===== src/include/opmode_pkg.sv =====
// package: register map, field layout and power-state encodings of the operating-mode block
package opmode_pkg;
	// ------------------------------------------------------------
	// register offsets (lower 16 bits of the address)
	// ------------------------------------------------------------
	localparam logic [15:0] MODE_PIN_STATUS_ADDR = 16'hfff1;
	localparam logic [15:0] SYSTEM_CONTROL_ADDR = 16'hfff2;
	// own registers for the bus-controller and port inputs, and the power status
	localparam logic [15:0] AREA_WIDTH_CONTROL_ADDR = 16'hfff3;
	localparam logic [15:0] BUS_RELEASE_CONTROL_ADDR = 16'hfff4;
	localparam logic [15:0] PORT1_DIRECTION_ADDR = 16'hfff5;
	localparam logic [15:0] PORT2_DIRECTION_ADDR = 16'hfff6;
	localparam logic [15:0] PORT5_DIRECTION_ADDR = 16'hfff7;
	localparam logic [15:0] POWER_STATUS_ADDR = 16'hfff8;

	// ------------------------------------------------------------
	// field layout and reset values
	// ------------------------------------------------------------
	localparam logic [7:0] MODE_STATUS_FIXED = 8'hc0;
	localparam int STANDBY_ON_SLEEP_BIT = 7;
	localparam int STANDBY_WAIT_MSB = 6;
	localparam int STANDBY_WAIT_LSB = 4;
	localparam int USER_FLAG_ENABLE_BIT = 3;
	localparam int NONMASKABLE_EDGE_BIT = 2;
	localparam int SYSTEM_CONTROL_FIXED_ONE_BIT = 1;
	localparam int ONCHIP_RAM_ENABLE_BIT = 0;
	localparam logic [7:0] SYSTEM_CONTROL_RESET = 8'h0b;
	localparam logic [7:0] AREA_WIDTH_RESET_8BIT = 8'hff;
	localparam logic [7:0] AREA_WIDTH_RESET_16BIT = 8'h00;
	localparam logic [7:0] BUS_RELEASE_RESET = 8'he0;
	localparam logic [7:0] PORT_DIRECTION_RESET = 8'h00;

	// ------------------------------------------------------------
	// address space sizes, as address width in bits
	// ------------------------------------------------------------
	localparam logic [4:0] SPACE_64K_BITS = 5'h10;
	localparam logic [4:0] SPACE_1M_BITS = 5'h14;
	localparam logic [4:0] SPACE_16M_BITS = 5'h18;

	// ------------------------------------------------------------
	// standby oscillator settling wait, in states
	// ------------------------------------------------------------
	localparam logic [17:0] WAIT_8K = 18'h02000;
	localparam logic [17:0] WAIT_16K = 18'h04000;
	localparam logic [17:0] WAIT_32K = 18'h08000;
	localparam logic [17:0] WAIT_64K = 18'h10000;
	localparam logic [17:0] WAIT_128K = 18'h20000;

	// ------------------------------------------------------------
	// power states
	// ------------------------------------------------------------
	typedef enum logic [3:0] {
		PWR_RUN = 4'h1,
		PWR_SLEEP = 4'h2,
		PWR_STANDBY = 4'h4,
		PWR_SETTLE = 4'h8
	} power_state_t;
endpackage : opmode_pkg


===== src/hdl/opmode_regfile.sv =====
// little register file holding the bus-controller and port direction bytes
`timescale 1ns/10ps
module opmode_regfile (
	input wire logic clk_i,
	input wire logic rst_i,
	input wire logic [2:0] mode_i,
	input wire logic wr_i,
	input wire logic [2:0] wr_idx_i,
	input wire logic [7:0] wr_data_i,
	input wire logic [2:0] rd_idx_i,
	output logic [7:0] rd_data_o,
	output logic [7:0] area_width_o,
	output logic [7:0] bus_release_o,
	output logic [7:0] port1_dir_o,
	output logic [7:0] port2_dir_o,
	output logic [3:0] port5_dir_o
);
	logic [7:0] mem_q [0:3];
	logic init_q;

	// ------------------------------------------------------------
	// storage; area widths take their mode default one cycle after reset
	// ------------------------------------------------------------
	always_ff @(posedge clk_i or posedge rst_i) begin
		if (rst_i) begin
			mem_q[0] <= opmode_pkg::AREA_WIDTH_RESET_8BIT;
			mem_q[1] <= opmode_pkg::BUS_RELEASE_RESET;
			mem_q[2] <= opmode_pkg::PORT_DIRECTION_RESET;
			mem_q[3] <= opmode_pkg::PORT_DIRECTION_RESET;
			init_q <= 1'b1;
		end else begin
			init_q <= 1'b0;
			if (init_q) begin
				// modes 2 and 4 start with every area at 16 bits
				if (mode_i == 3'h2 || mode_i == 3'h4) begin
					mem_q[0] <= opmode_pkg::AREA_WIDTH_RESET_16BIT;
				end
			end else if (wr_i && wr_idx_i < 3'h4) begin
				mem_q[wr_idx_i[1:0]] <= wr_data_i;
			end
		end
	end

	logic [3:0] p5_q;
	always_ff @(posedge clk_i or posedge rst_i) begin
		if (rst_i) begin
			p5_q <= 4'h0;
		end else if (wr_i && wr_idx_i == 3'h4) begin
			p5_q <= wr_data_i[3:0];
		end
	end

	always_ff @(posedge clk_i or posedge rst_i) begin
		if (rst_i) begin
			rd_data_o <= 8'h00;
		end else if (rd_idx_i < 3'h4) begin
			rd_data_o <= mem_q[rd_idx_i[1:0]];
		end else begin
			rd_data_o <= {4'h0, p5_q};
		end
	end

	assign area_width_o = mem_q[0];
	assign bus_release_o = mem_q[1];
	assign port1_dir_o = mem_q[2];
	assign port2_dir_o = mem_q[3];
	assign port5_dir_o = p5_q;
endmodule : opmode_regfile


===== src/hdl/opmode_ctrl.sv =====
// operating-mode decode, mode status and system control registers
//
// Overview of operation
// - decode mode pins into modes one to seven
// - modes 1-4: no ROM, 1M or 16M
// - mode 5: ROM plus external, 1 Mbyte
// - modes 6/7 single-chip, 64K or 1M
// - modes 1,3,5 start 8-bit, any 16 widens
// - modes 2,4 start 16-bit, all 8 narrows
// - port 4 data low byte in 16-bit
// - mode 5 ports address only when direction set
// - modes 3/4: A20 always, A23-21 via release
// - ports 1,2,5 address in modes 1-4
// - mode status reads 11000 plus pins
// - mode pins latched when status is read
// - control bit 1 reads one, resets 0x0b
// - standby bit chooses sleep or standby
// - standby bit stays set after interrupt exit
// - wait field selects settling states count
// - user flag enable chooses mask or user
// - edge select chooses nonmaskable edge
// - RAM enable; off routes RAM external
// - RAM enable reset only, kept in standby
// - exception entry sets mask, maybe user bit
//
// The plain strobed port was decided locally.
`timescale 1ns/10ps
module opmode_ctrl (
	input wire logic CORE_CLK_I,
	input wire logic RST_I,
	input wire logic [2:0] MODE_SELECT_PINS_I,
	input wire logic [15:0] ADDR_I,
	input wire logic [7:0] WDATA_I,
	input wire logic WR_I,
	input wire logic RD_I,
	output logic [7:0] RDATA_O,
	input wire logic SLEEP_EXEC_I,
	input wire logic WAKE_INTERRUPT_I,
	input wire logic EXCEPTION_ENTRY_I,
	input wire logic NMI_PIN_I,
	output logic NMI_REQUEST_O,
	output logic SET_MASK_BIT_O,
	output logic SET_USER_BIT_O,
	output logic USER_BIT_IS_MASK_O,
	output logic [3:0] POWER_STATE_O,
	output logic CLOCK_RUN_O,
	output logic [2:0] MODE_O,
	output logic EXPANDED_O,
	output logic ONCHIP_ROM_EN_O,
	output logic ONCHIP_RAM_EN_O,
	output logic ADVANCED_CPU_O,
	output logic [4:0] ADDR_SPACE_BITS_O,
	output logic BUS_16BIT_O,
	output logic PORT3_DATA_O,
	output logic PORT4_DATA_O,
	output logic [7:0] PORT1_ADDR_O,
	output logic [7:0] PORT2_ADDR_O,
	output logic [3:0] PORT5_ADDR_O,
	output logic [3:0] PORTA_ADDR_O
);
	// ------------------------------------------------------------
	// helpers
	// ------------------------------------------------------------
	function automatic logic is_mode(input logic [2:0] m,
		input logic [2:0] lo, input logic [2:0] hi);
		is_mode = (m >= lo) && (m <= hi);
	endfunction : is_mode

	function automatic logic [17:0] wait_states(input logic [2:0] sel);
		case (sel)
			3'h0: wait_states = opmode_pkg::WAIT_8K;
			3'h1: wait_states = opmode_pkg::WAIT_16K;
			3'h2: wait_states = opmode_pkg::WAIT_32K;
			3'h3: wait_states = opmode_pkg::WAIT_64K;
			// 11x is illegal; treated as the longest wait to stay safe
			default: wait_states = opmode_pkg::WAIT_128K;
		endcase
	endfunction : wait_states

	// ------------------------------------------------------------
	// mode decode
	// ------------------------------------------------------------
	// pins are strapped and held steady by the board
	logic [2:0] mode;
	assign mode = MODE_SELECT_PINS_I;
	logic mode_1_4;
	logic mode_1_5;
	logic narrow_start;
	assign mode_1_4 = is_mode(mode, 3'h1, 3'h4);
	assign mode_1_5 = is_mode(mode, 3'h1, 3'h5);
	assign narrow_start = mode[0] && mode_1_5;

	// ------------------------------------------------------------
	// register bus decode
	// ------------------------------------------------------------
	logic hit_status;
	logic hit_sysctl;
	logic hit_power;
	logic [2:0] file_idx;
	logic file_hit;
	always_comb begin
		hit_status = 1'b0;
		hit_sysctl = 1'b0;
		hit_power = 1'b0;
		file_hit = 1'b0;
		file_idx = 3'h0;
		if (ADDR_I == opmode_pkg::MODE_PIN_STATUS_ADDR) begin
			hit_status = 1'b1;
		end else if (ADDR_I == opmode_pkg::SYSTEM_CONTROL_ADDR) begin
			hit_sysctl = 1'b1;
		end else if (ADDR_I == opmode_pkg::POWER_STATUS_ADDR) begin
			hit_power = 1'b1;
		end else if (ADDR_I >= opmode_pkg::AREA_WIDTH_CONTROL_ADDR &&
			ADDR_I <= opmode_pkg::PORT5_DIRECTION_ADDR) begin
			file_hit = 1'b1;
			file_idx = 3'(ADDR_I - opmode_pkg::AREA_WIDTH_CONTROL_ADDR);
		end
	end

	// ------------------------------------------------------------
	// mode status: pins latched on read
	// ------------------------------------------------------------
	logic [2:0] mode_latch_q;
	always_ff @(posedge CORE_CLK_I or posedge RST_I) begin
		if (RST_I) begin
			mode_latch_q <= 3'h0;
		end else if (RD_I && hit_status) begin
			mode_latch_q <= MODE_SELECT_PINS_I;
		end
	end
	// writes to this register are never decoded

	// ------------------------------------------------------------
	// system control register
	// ------------------------------------------------------------
	logic standby_on_sleep_q;
	logic [2:0] standby_wait_select_q;
	logic user_flag_enable_q;
	logic nonmaskable_edge_select_q;
	logic onchip_ram_enable_q;
	logic sysctl_wr;
	assign sysctl_wr = WR_I && hit_sysctl;

	always_ff @(posedge CORE_CLK_I or posedge RST_I) begin
		if (RST_I) begin
			standby_on_sleep_q <= opmode_pkg::SYSTEM_CONTROL_RESET[7];
			standby_wait_select_q <= opmode_pkg::SYSTEM_CONTROL_RESET[6:4];
			user_flag_enable_q <= opmode_pkg::SYSTEM_CONTROL_RESET[3];
			nonmaskable_edge_select_q <= opmode_pkg::SYSTEM_CONTROL_RESET[2];
		end else if (sysctl_wr) begin
			// only a write or a reset clears the standby bit
			standby_on_sleep_q <= WDATA_I[opmode_pkg::STANDBY_ON_SLEEP_BIT];
			standby_wait_select_q <= WDATA_I[opmode_pkg::STANDBY_WAIT_MSB:
				opmode_pkg::STANDBY_WAIT_LSB];
			user_flag_enable_q <= WDATA_I[opmode_pkg::USER_FLAG_ENABLE_BIT];
			nonmaskable_edge_select_q <=
				WDATA_I[opmode_pkg::NONMASKABLE_EDGE_BIT];
		end
	end

	// only the reset pin initialises this bit; standby leaves it alone
	always_ff @(posedge CORE_CLK_I or posedge RST_I) begin
		if (RST_I) begin
			onchip_ram_enable_q <= opmode_pkg::SYSTEM_CONTROL_RESET[0];
		end else if (sysctl_wr) begin
			onchip_ram_enable_q <= WDATA_I[opmode_pkg::ONCHIP_RAM_ENABLE_BIT];
		end
	end

	logic [7:0] sysctl_value;
	always_comb begin
		sysctl_value = 8'h00;
		sysctl_value[opmode_pkg::STANDBY_ON_SLEEP_BIT] = standby_on_sleep_q;
		sysctl_value[opmode_pkg::STANDBY_WAIT_MSB:
			opmode_pkg::STANDBY_WAIT_LSB] = standby_wait_select_q;
		sysctl_value[opmode_pkg::USER_FLAG_ENABLE_BIT] = user_flag_enable_q;
		sysctl_value[opmode_pkg::NONMASKABLE_EDGE_BIT] =
			nonmaskable_edge_select_q;
		sysctl_value[opmode_pkg::SYSTEM_CONTROL_FIXED_ONE_BIT] = 1'b1;
		sysctl_value[opmode_pkg::ONCHIP_RAM_ENABLE_BIT] = onchip_ram_enable_q;
	end

	// ------------------------------------------------------------
	// power-down sequencing
	// ------------------------------------------------------------
	opmode_pkg::power_state_t pstate_q;
	logic [17:0] settle_cnt_q;
	always_ff @(posedge CORE_CLK_I or posedge RST_I) begin
		if (RST_I) begin
			pstate_q <= opmode_pkg::PWR_RUN;
			settle_cnt_q <= 18'h00000;
		end else begin
			case (pstate_q)
				opmode_pkg::PWR_RUN: begin
					if (SLEEP_EXEC_I) begin
						pstate_q <= standby_on_sleep_q ?
							opmode_pkg::PWR_STANDBY : opmode_pkg::PWR_SLEEP;
					end
				end
				opmode_pkg::PWR_SLEEP: begin
					if (WAKE_INTERRUPT_I) begin
						pstate_q <= opmode_pkg::PWR_RUN;
					end
				end
				opmode_pkg::PWR_STANDBY: begin
					if (WAKE_INTERRUPT_I) begin
						pstate_q <= opmode_pkg::PWR_SETTLE;
						settle_cnt_q <= wait_states(standby_wait_select_q) -
							18'h00001;
					end
				end
				opmode_pkg::PWR_SETTLE: begin
					// software must pick a long enough wait
					if (settle_cnt_q == 18'h00000) begin
						pstate_q <= opmode_pkg::PWR_RUN;
					end else begin
						settle_cnt_q <= settle_cnt_q - 18'h00001;
					end
				end
				default: pstate_q <= opmode_pkg::PWR_RUN;
			endcase
		end
	end
	assign POWER_STATE_O = pstate_q;
	assign CLOCK_RUN_O = (pstate_q != opmode_pkg::PWR_STANDBY) &&
		(pstate_q != opmode_pkg::PWR_SETTLE);

	// ------------------------------------------------------------
	// register file for bus width, release and port directions
	// ------------------------------------------------------------
	logic [7:0] file_rdata;
	logic [7:0] area_width;
	logic [7:0] bus_release;
	logic [7:0] port1_dir;
	logic [7:0] port2_dir;
	logic [3:0] port5_dir;
	opmode_regfile u_regfile (
		.clk_i(CORE_CLK_I),
		.rst_i(RST_I),
		.mode_i(mode),
		.wr_i(WR_I && file_hit),
		.wr_idx_i(file_idx),
		.wr_data_i(WDATA_I),
		.rd_idx_i(file_idx),
		.rd_data_o(file_rdata),
		.area_width_o(area_width),
		.bus_release_o(bus_release),
		.port1_dir_o(port1_dir),
		.port2_dir_o(port2_dir),
		.port5_dir_o(port5_dir)
	);

	// ------------------------------------------------------------
	// read data, one cycle after the strobe
	// ------------------------------------------------------------
	logic rd_status_q;
	logic rd_sysctl_q;
	logic rd_power_q;
	logic rd_file_q;
	always_ff @(posedge CORE_CLK_I or posedge RST_I) begin
		if (RST_I) begin
			rd_status_q <= 1'b0;
			rd_sysctl_q <= 1'b0;
			rd_power_q <= 1'b0;
			rd_file_q <= 1'b0;
		end else begin
			rd_status_q <= RD_I && hit_status;
			rd_sysctl_q <= RD_I && hit_sysctl;
			rd_power_q <= RD_I && hit_power;
			rd_file_q <= RD_I && file_hit;
		end
	end

	logic [7:0] power_value_q;
	always_ff @(posedge CORE_CLK_I or posedge RST_I) begin
		if (RST_I) begin
			power_value_q <= 8'h00;
		end else begin
			power_value_q <= {4'h0, pstate_q};
		end
	end

	logic [7:0] sysctl_rd_q;
	always_ff @(posedge CORE_CLK_I or posedge RST_I) begin
		if (RST_I) begin
			sysctl_rd_q <= 8'h00;
		end else begin
			sysctl_rd_q <= sysctl_value;
		end
	end

	always_comb begin
		RDATA_O = 8'h00;
		if (rd_status_q) begin
			RDATA_O = opmode_pkg::MODE_STATUS_FIXED | {5'h00, mode_latch_q};
		end else if (rd_sysctl_q) begin
			RDATA_O = sysctl_rd_q;
		end else if (rd_power_q) begin
			RDATA_O = power_value_q;
		end else if (rd_file_q) begin
			RDATA_O = file_rdata;
		end
	end

	// ------------------------------------------------------------
	// interrupt-related controls
	// ------------------------------------------------------------
	logic nmi_prev_q;
	always_ff @(posedge CORE_CLK_I or posedge RST_I) begin
		if (RST_I) begin
			nmi_prev_q <= 1'b1;
			NMI_REQUEST_O <= 1'b0;
		end else begin
			nmi_prev_q <= NMI_PIN_I;
			NMI_REQUEST_O <= nonmaskable_edge_select_q ?
				(NMI_PIN_I && !nmi_prev_q) :
				(!NMI_PIN_I && nmi_prev_q);
		end
	end

	assign USER_BIT_IS_MASK_O = !user_flag_enable_q;
	assign SET_MASK_BIT_O = EXCEPTION_ENTRY_I;
	assign SET_USER_BIT_O = EXCEPTION_ENTRY_I && !user_flag_enable_q;

	// ------------------------------------------------------------
	// mode-dependent memory and pin functions
	// ------------------------------------------------------------
	// pattern 000 falls through every decode; nothing defined
	assign MODE_O = mode;
	assign EXPANDED_O = mode_1_5;
	assign ONCHIP_ROM_EN_O = !mode_1_4 && mode != 3'h0;
	assign ONCHIP_RAM_EN_O = onchip_ram_enable_q;
	assign ADVANCED_CPU_O = mode != 3'h6;

	always_comb begin
		ADDR_SPACE_BITS_O = opmode_pkg::SPACE_1M_BITS;
		if (mode == 3'h3 || mode == 3'h4) begin
			ADDR_SPACE_BITS_O = opmode_pkg::SPACE_16M_BITS;
		end else if (mode == 3'h6) begin
			ADDR_SPACE_BITS_O = opmode_pkg::SPACE_64K_BITS;
		end
	end

	always_comb begin
		BUS_16BIT_O = 1'b0;
		if (mode_1_5) begin
			if (narrow_start) begin
				BUS_16BIT_O = area_width != 8'hff;
			end else begin
				BUS_16BIT_O = area_width != 8'hff;
			end
		end
	end

	assign PORT3_DATA_O = mode_1_5;
	assign PORT4_DATA_O = mode_1_5 && BUS_16BIT_O;

	always_comb begin
		PORT1_ADDR_O = 8'h00;
		PORT2_ADDR_O = 8'h00;
		PORT5_ADDR_O = 4'h0;
		if (mode_1_4) begin
			PORT1_ADDR_O = 8'hff;
			PORT2_ADDR_O = 8'hff;
			PORT5_ADDR_O = 4'hf;
		end else if (mode == 3'h5) begin
			PORT1_ADDR_O = port1_dir;
			PORT2_ADDR_O = port2_dir;
			PORT5_ADDR_O = port5_dir;
		end
	end

	always_comb begin
		PORTA_ADDR_O = 4'h0;
		if (mode == 3'h3 || mode == 3'h4) begin
			PORTA_ADDR_O = {~bus_release[7:5], 1'b1};
		end
	end
endmodule : opmode_ctrl


===== config.mk =====
export PLATFORM = sky130hd
export DESIGN_NAME = opmode_ctrl
export DESIGN_NICKNAME = d
export VERILOG_FILES = /design/src/include/opmode_pkg.sv /design/src/hdl/opmode_regfile.sv /design/src/hdl/opmode_ctrl.sv
export SDC_FILE = /design/constraint.sdc
export NUM_CORES = 1
export LEC_CHECK = 0
export ABC_AREA = 1
export ABC_CLOCK_PERIOD_IN_PS = 3300
export BUFFER_PORTS_ARGS = -buffer_cell sky130_fd_sc_hd__buf_2
export CAP_MARGIN = 10
export CORE_MARGIN = 1.5
export CORE_UTILIZATION = 52
export CTS_BUF_LIST = sky130_fd_sc_hd__clkbuf_8
export CTS_CLUSTER_DIAMETER = 150
export DETAILED_ROUTE_END_ITERATION = 7
export GPL_ROUTABILITY_DRIVEN = 0
export PLACE_DENSITY = 0.78
export SLEW_MARGIN = 20
export SYNTH_ARGS = -nofsm -noshare
export SYNTH_HDL_FRONTEND = slang
export SYNTH_SLANG_ARGS = --single-unit
export TNS_END_PERCENT = 5

===== constraint.sdc =====
create_clock -name CORE_CLK_I -period 3.3 [get_ports CORE_CLK_I]
set_input_delay 0.66 -clock CORE_CLK_I [delete_from_list [all_inputs] [get_ports CORE_CLK_I]]
set_output_delay 0.66 -clock CORE_CLK_I [all_outputs]
set_load 0.01 [all_outputs]

==> impl_metrics.py <==
metrics = {
    "outcome": {
        "outcome": "complete, no violations",
    },
    "drt": {
        "drt_iter0_drc": 391,
        "route.detailed.drc": 0,
        "ant_nets": 0,
        "post_drt_via_cell_ratio": 5.20,
        "wirelength_um": 11900,
        "wire_per_inst_um": 13.9,
        "vias": 4471,
        "firstDrtPassIters": 6,
    },
    "critical_path": {
        "required_ps": 2640,
        "r2r-start": "POWER_STATE_O[3]",
        "endpoint_kind": "primary output",
        "reg2reg_depth": 14,
        "cp.arrival_ps": 2080,
        "rr_endpoint": "settle_cnt_q[14]",
        "criticalPathCategory": "in -> out",
        "crit_path_max_fanout": 20,
        "regToRegSetupSlack_ps": 970,
        "start_kind": "input port",
    },
    "global_routing": {
        "grt_antenna_before_repair": 0,
        "grtUsageTotal": 0.247,
        "met1_usage": 0.352,
        "grt_pass1_vias": 4224,
        "top_usage_layer": "met2",
        "grt_use_met2": 0.394,
        "grt_max_degree": 96,
        "met3_usage": 0.0356,
        "grt_first_pass_wirelength_um": 19900,
        "grt-ovfl-total": 0,
    },
    "logic_synthesis": {
        "synth.avg_cell_area_um2": 7.81,
        "ys_seq_area_frac": 0.472,
        "ys_ff_latch": 95,
        "postSynthCellCount": 650,
        "ys.flop_type": "dfrtp_1",
        "netlist_area_um2": 5080,
        "synthArstFlopShare": 1.00,
        "ys_warn_count": 0,
        "synth.distinct_cells": 42,
        "synth_edf_count": 0,
    },
    "timing": {
        "timing.final.crit_share": 0.829,
        "finClkSkew_ps": 6.86,
        "setup_violations": 0,
        "slew_violations": 0,
        "finalHoldViolCount": 0,
        "setup-tns-final_ps": 0,
        "rsz0062_at_grt": "no",
        "worst_pin_slew_ps": 632,
        "setup_slack_ps": 565,
        "timing.fmax_mhz": 366,
        "slew_headroom": 0.577,
        "fin_crit_ps": 2740,
    },
    "clocking": {
        "cts_sinks": 95,
        "cts_tree": "done",
        "clk_pin_slew_ps": 90,
        "ctsResizeCount": 0,
        "cts_buffer_depth": 2,
        "clock_latency_ps": 360,
        "post-cts-setup-buffers": 0,
        "cts_made_buffers": 9,
        "cts_hold_buf": 0,
        "cts_htree_levels": 3,
        "clock-root-buffer": "clkbuf_8",
    },
    "layout": {
        "syn2layout_area_growth_pct": 13.6,
        "mostFrequentLayoutCells": "nand2_1 (204), buf_2 (87), dfrtp_1 (79)",
        "n_antenna_cell": 0,
        "final_nets": 766,
        "drive_above_1_share": 0.213,
        "final_common_cell": "nand2_1",
    },
    "floorplanning": {
        "io_pins": 91,
        "core-area_um2": 9370,
        "die_area_um2": 10400,
        "rows": 35,
        "fp.dieH_um": 102,
        "die_w_um": 102,
        "start_util": 0.542,
    },
    "run": {
        "max_cap_violations": 0,
    },
    "power_and_ir_drop": {
        "leakagePower_nw": 2.92,
        "p_per_area_nw_per_um2": 417,
        "vdd_drop_max_uv": 213,
    },
    "placement": {
        "portBuffers": 87,
        "hpwlAfterDp_um": 8880,
        "pre_cts_slack_ps": 461,
    },
    "hold_path": {
        "hp-class": "in -> async",
    },
}
[synthesized netlist by cell type (5+ instances only)]
cell type	n	area, µm²
nand2_1	204	766
dfrtp_1	79	1980
nor2_1	65	244
inv_1	61	229
o21ai_0	36	180
nand3_1	33	165
o21ai_1	29	145
a21oi_1	17	85.1
dfstp_2	16	420
buf_4	11	82.6
nand4_1	11	68.8
o21ai_2	9	78.8
buf_2	6	30.0
buf_6	6	67.6
clkbuf_1	6	22.5
ha_1	5	62.6
nor3_1	5	25.0
[stage by stage]
step / utilization / cell area (µm²) / hold slack, ps / power [W] / instances
finish: 0.616 / 5770 / 395 / 0.00240 / 860
global route: 0.616 / 5770 / 400 / 0.00250 / 860
CTS: 0.616 / 5770 / 401 / 0.00242 / 860
detailed placement: 0.590 / 5530 / 410 / 0.00153 / 844
global placement: 0.590 / 5530 / 412 / 0.00152 / 844
floorplan: - / 5090 / 395 / 0.00142 / 653
[flip-flops by register name (all words and copies together) (netlist names), 4 cells and up]
register / cells
settle_cnt_q: 18
sysctl_rd_q: 8
u_regfile.area_width_o: 8
u_regfile.bus_release_o: 8
u_regfile.port1_dir_o: 8
u_regfile.port2_dir_o: 8
u_regfile.rd_data_o: 8
POWER_STATE_O: 4
power_value_q: 4
u_regfile.port5_dir_o: 4
[metal layers]
layer | wire length [µm] | part of all wire | vias to the layer above
met5 | 0 | 0 | -
met4 | 168 | 0.014 | 0
met3 | 621 | 0.052 | 12
met2 | 5510 | 0.46 | 147
met1 | 5650 | 0.47 | 2084
li1 | - | - | 2228
[how the worst max path moves through the flow]
| stage | slack [ps] | start | cells after the start | to |
|---|---|---|---|---|
| detailed placement | 460 | ADDR_I[0] | 11 | u_regfile.port1_dir_o[0] |
| global placement | 590 | ADDR_I[0] | 11 | u_regfile.port2_dir_o[2] |
| CTS | 550 | MODE_SELECT_PINS_I[0] | 9 | PORT2_ADDR_O[7] |
| floorplan | 190 | RST_I | 1 | NMI_REQUEST_O |
| global route | 350 | MODE_SELECT_PINS_I[0] | 9 | PORT2_ADDR_O[3] |
| finish | 560 | MODE_SELECT_PINS_I[0] | 9 | PORT2_ADDR_O[7] |
[kinds of logic (layout without fill, tap and decap cells)]
kind of cell,after synthesis,in the layout,synth area share
simple gates,342,342,0.292
buf+inv,94,172,0.0882
fa+ha+maj,5,5,0.0123
other cells,2,5,0.00148
xor+xnor,7,7,0.0136
flops,95,95,0.472
compound gates,105,105,0.120
[final cells by class]
type / instances / area [µm²]
Fill cell: 823 / 3600
Tap cell: 129 / 161
Inverter: 65 / 246
Multi-Input combinational cell: 464 / 2250
Clock buffer: 11 / 151
Clock inverter: 5 / 86.3
Timing Repair Buffer: 91 / 478
Sequential cell: 95 / 2400
[power breakdown]
part	leakage (nW)	internal [W]	switching, W	total, W
sequential	1.22	0.00120	0.0000264	0.00122
combinational	1.57	0.0000937	0.000190	0.000284
clock	0.121	0.000475	0.000420	0.000895
[worst max-delay path, stage by stage]
cell     delay (ps)
buf_2           110
inv_1           100
nor3_2          210
inv_1            70
nand2_1         100
inv_1            60
nand2_1         470
nand2_1         120
buf_2           170
Power figures use the tool's default switching activity.
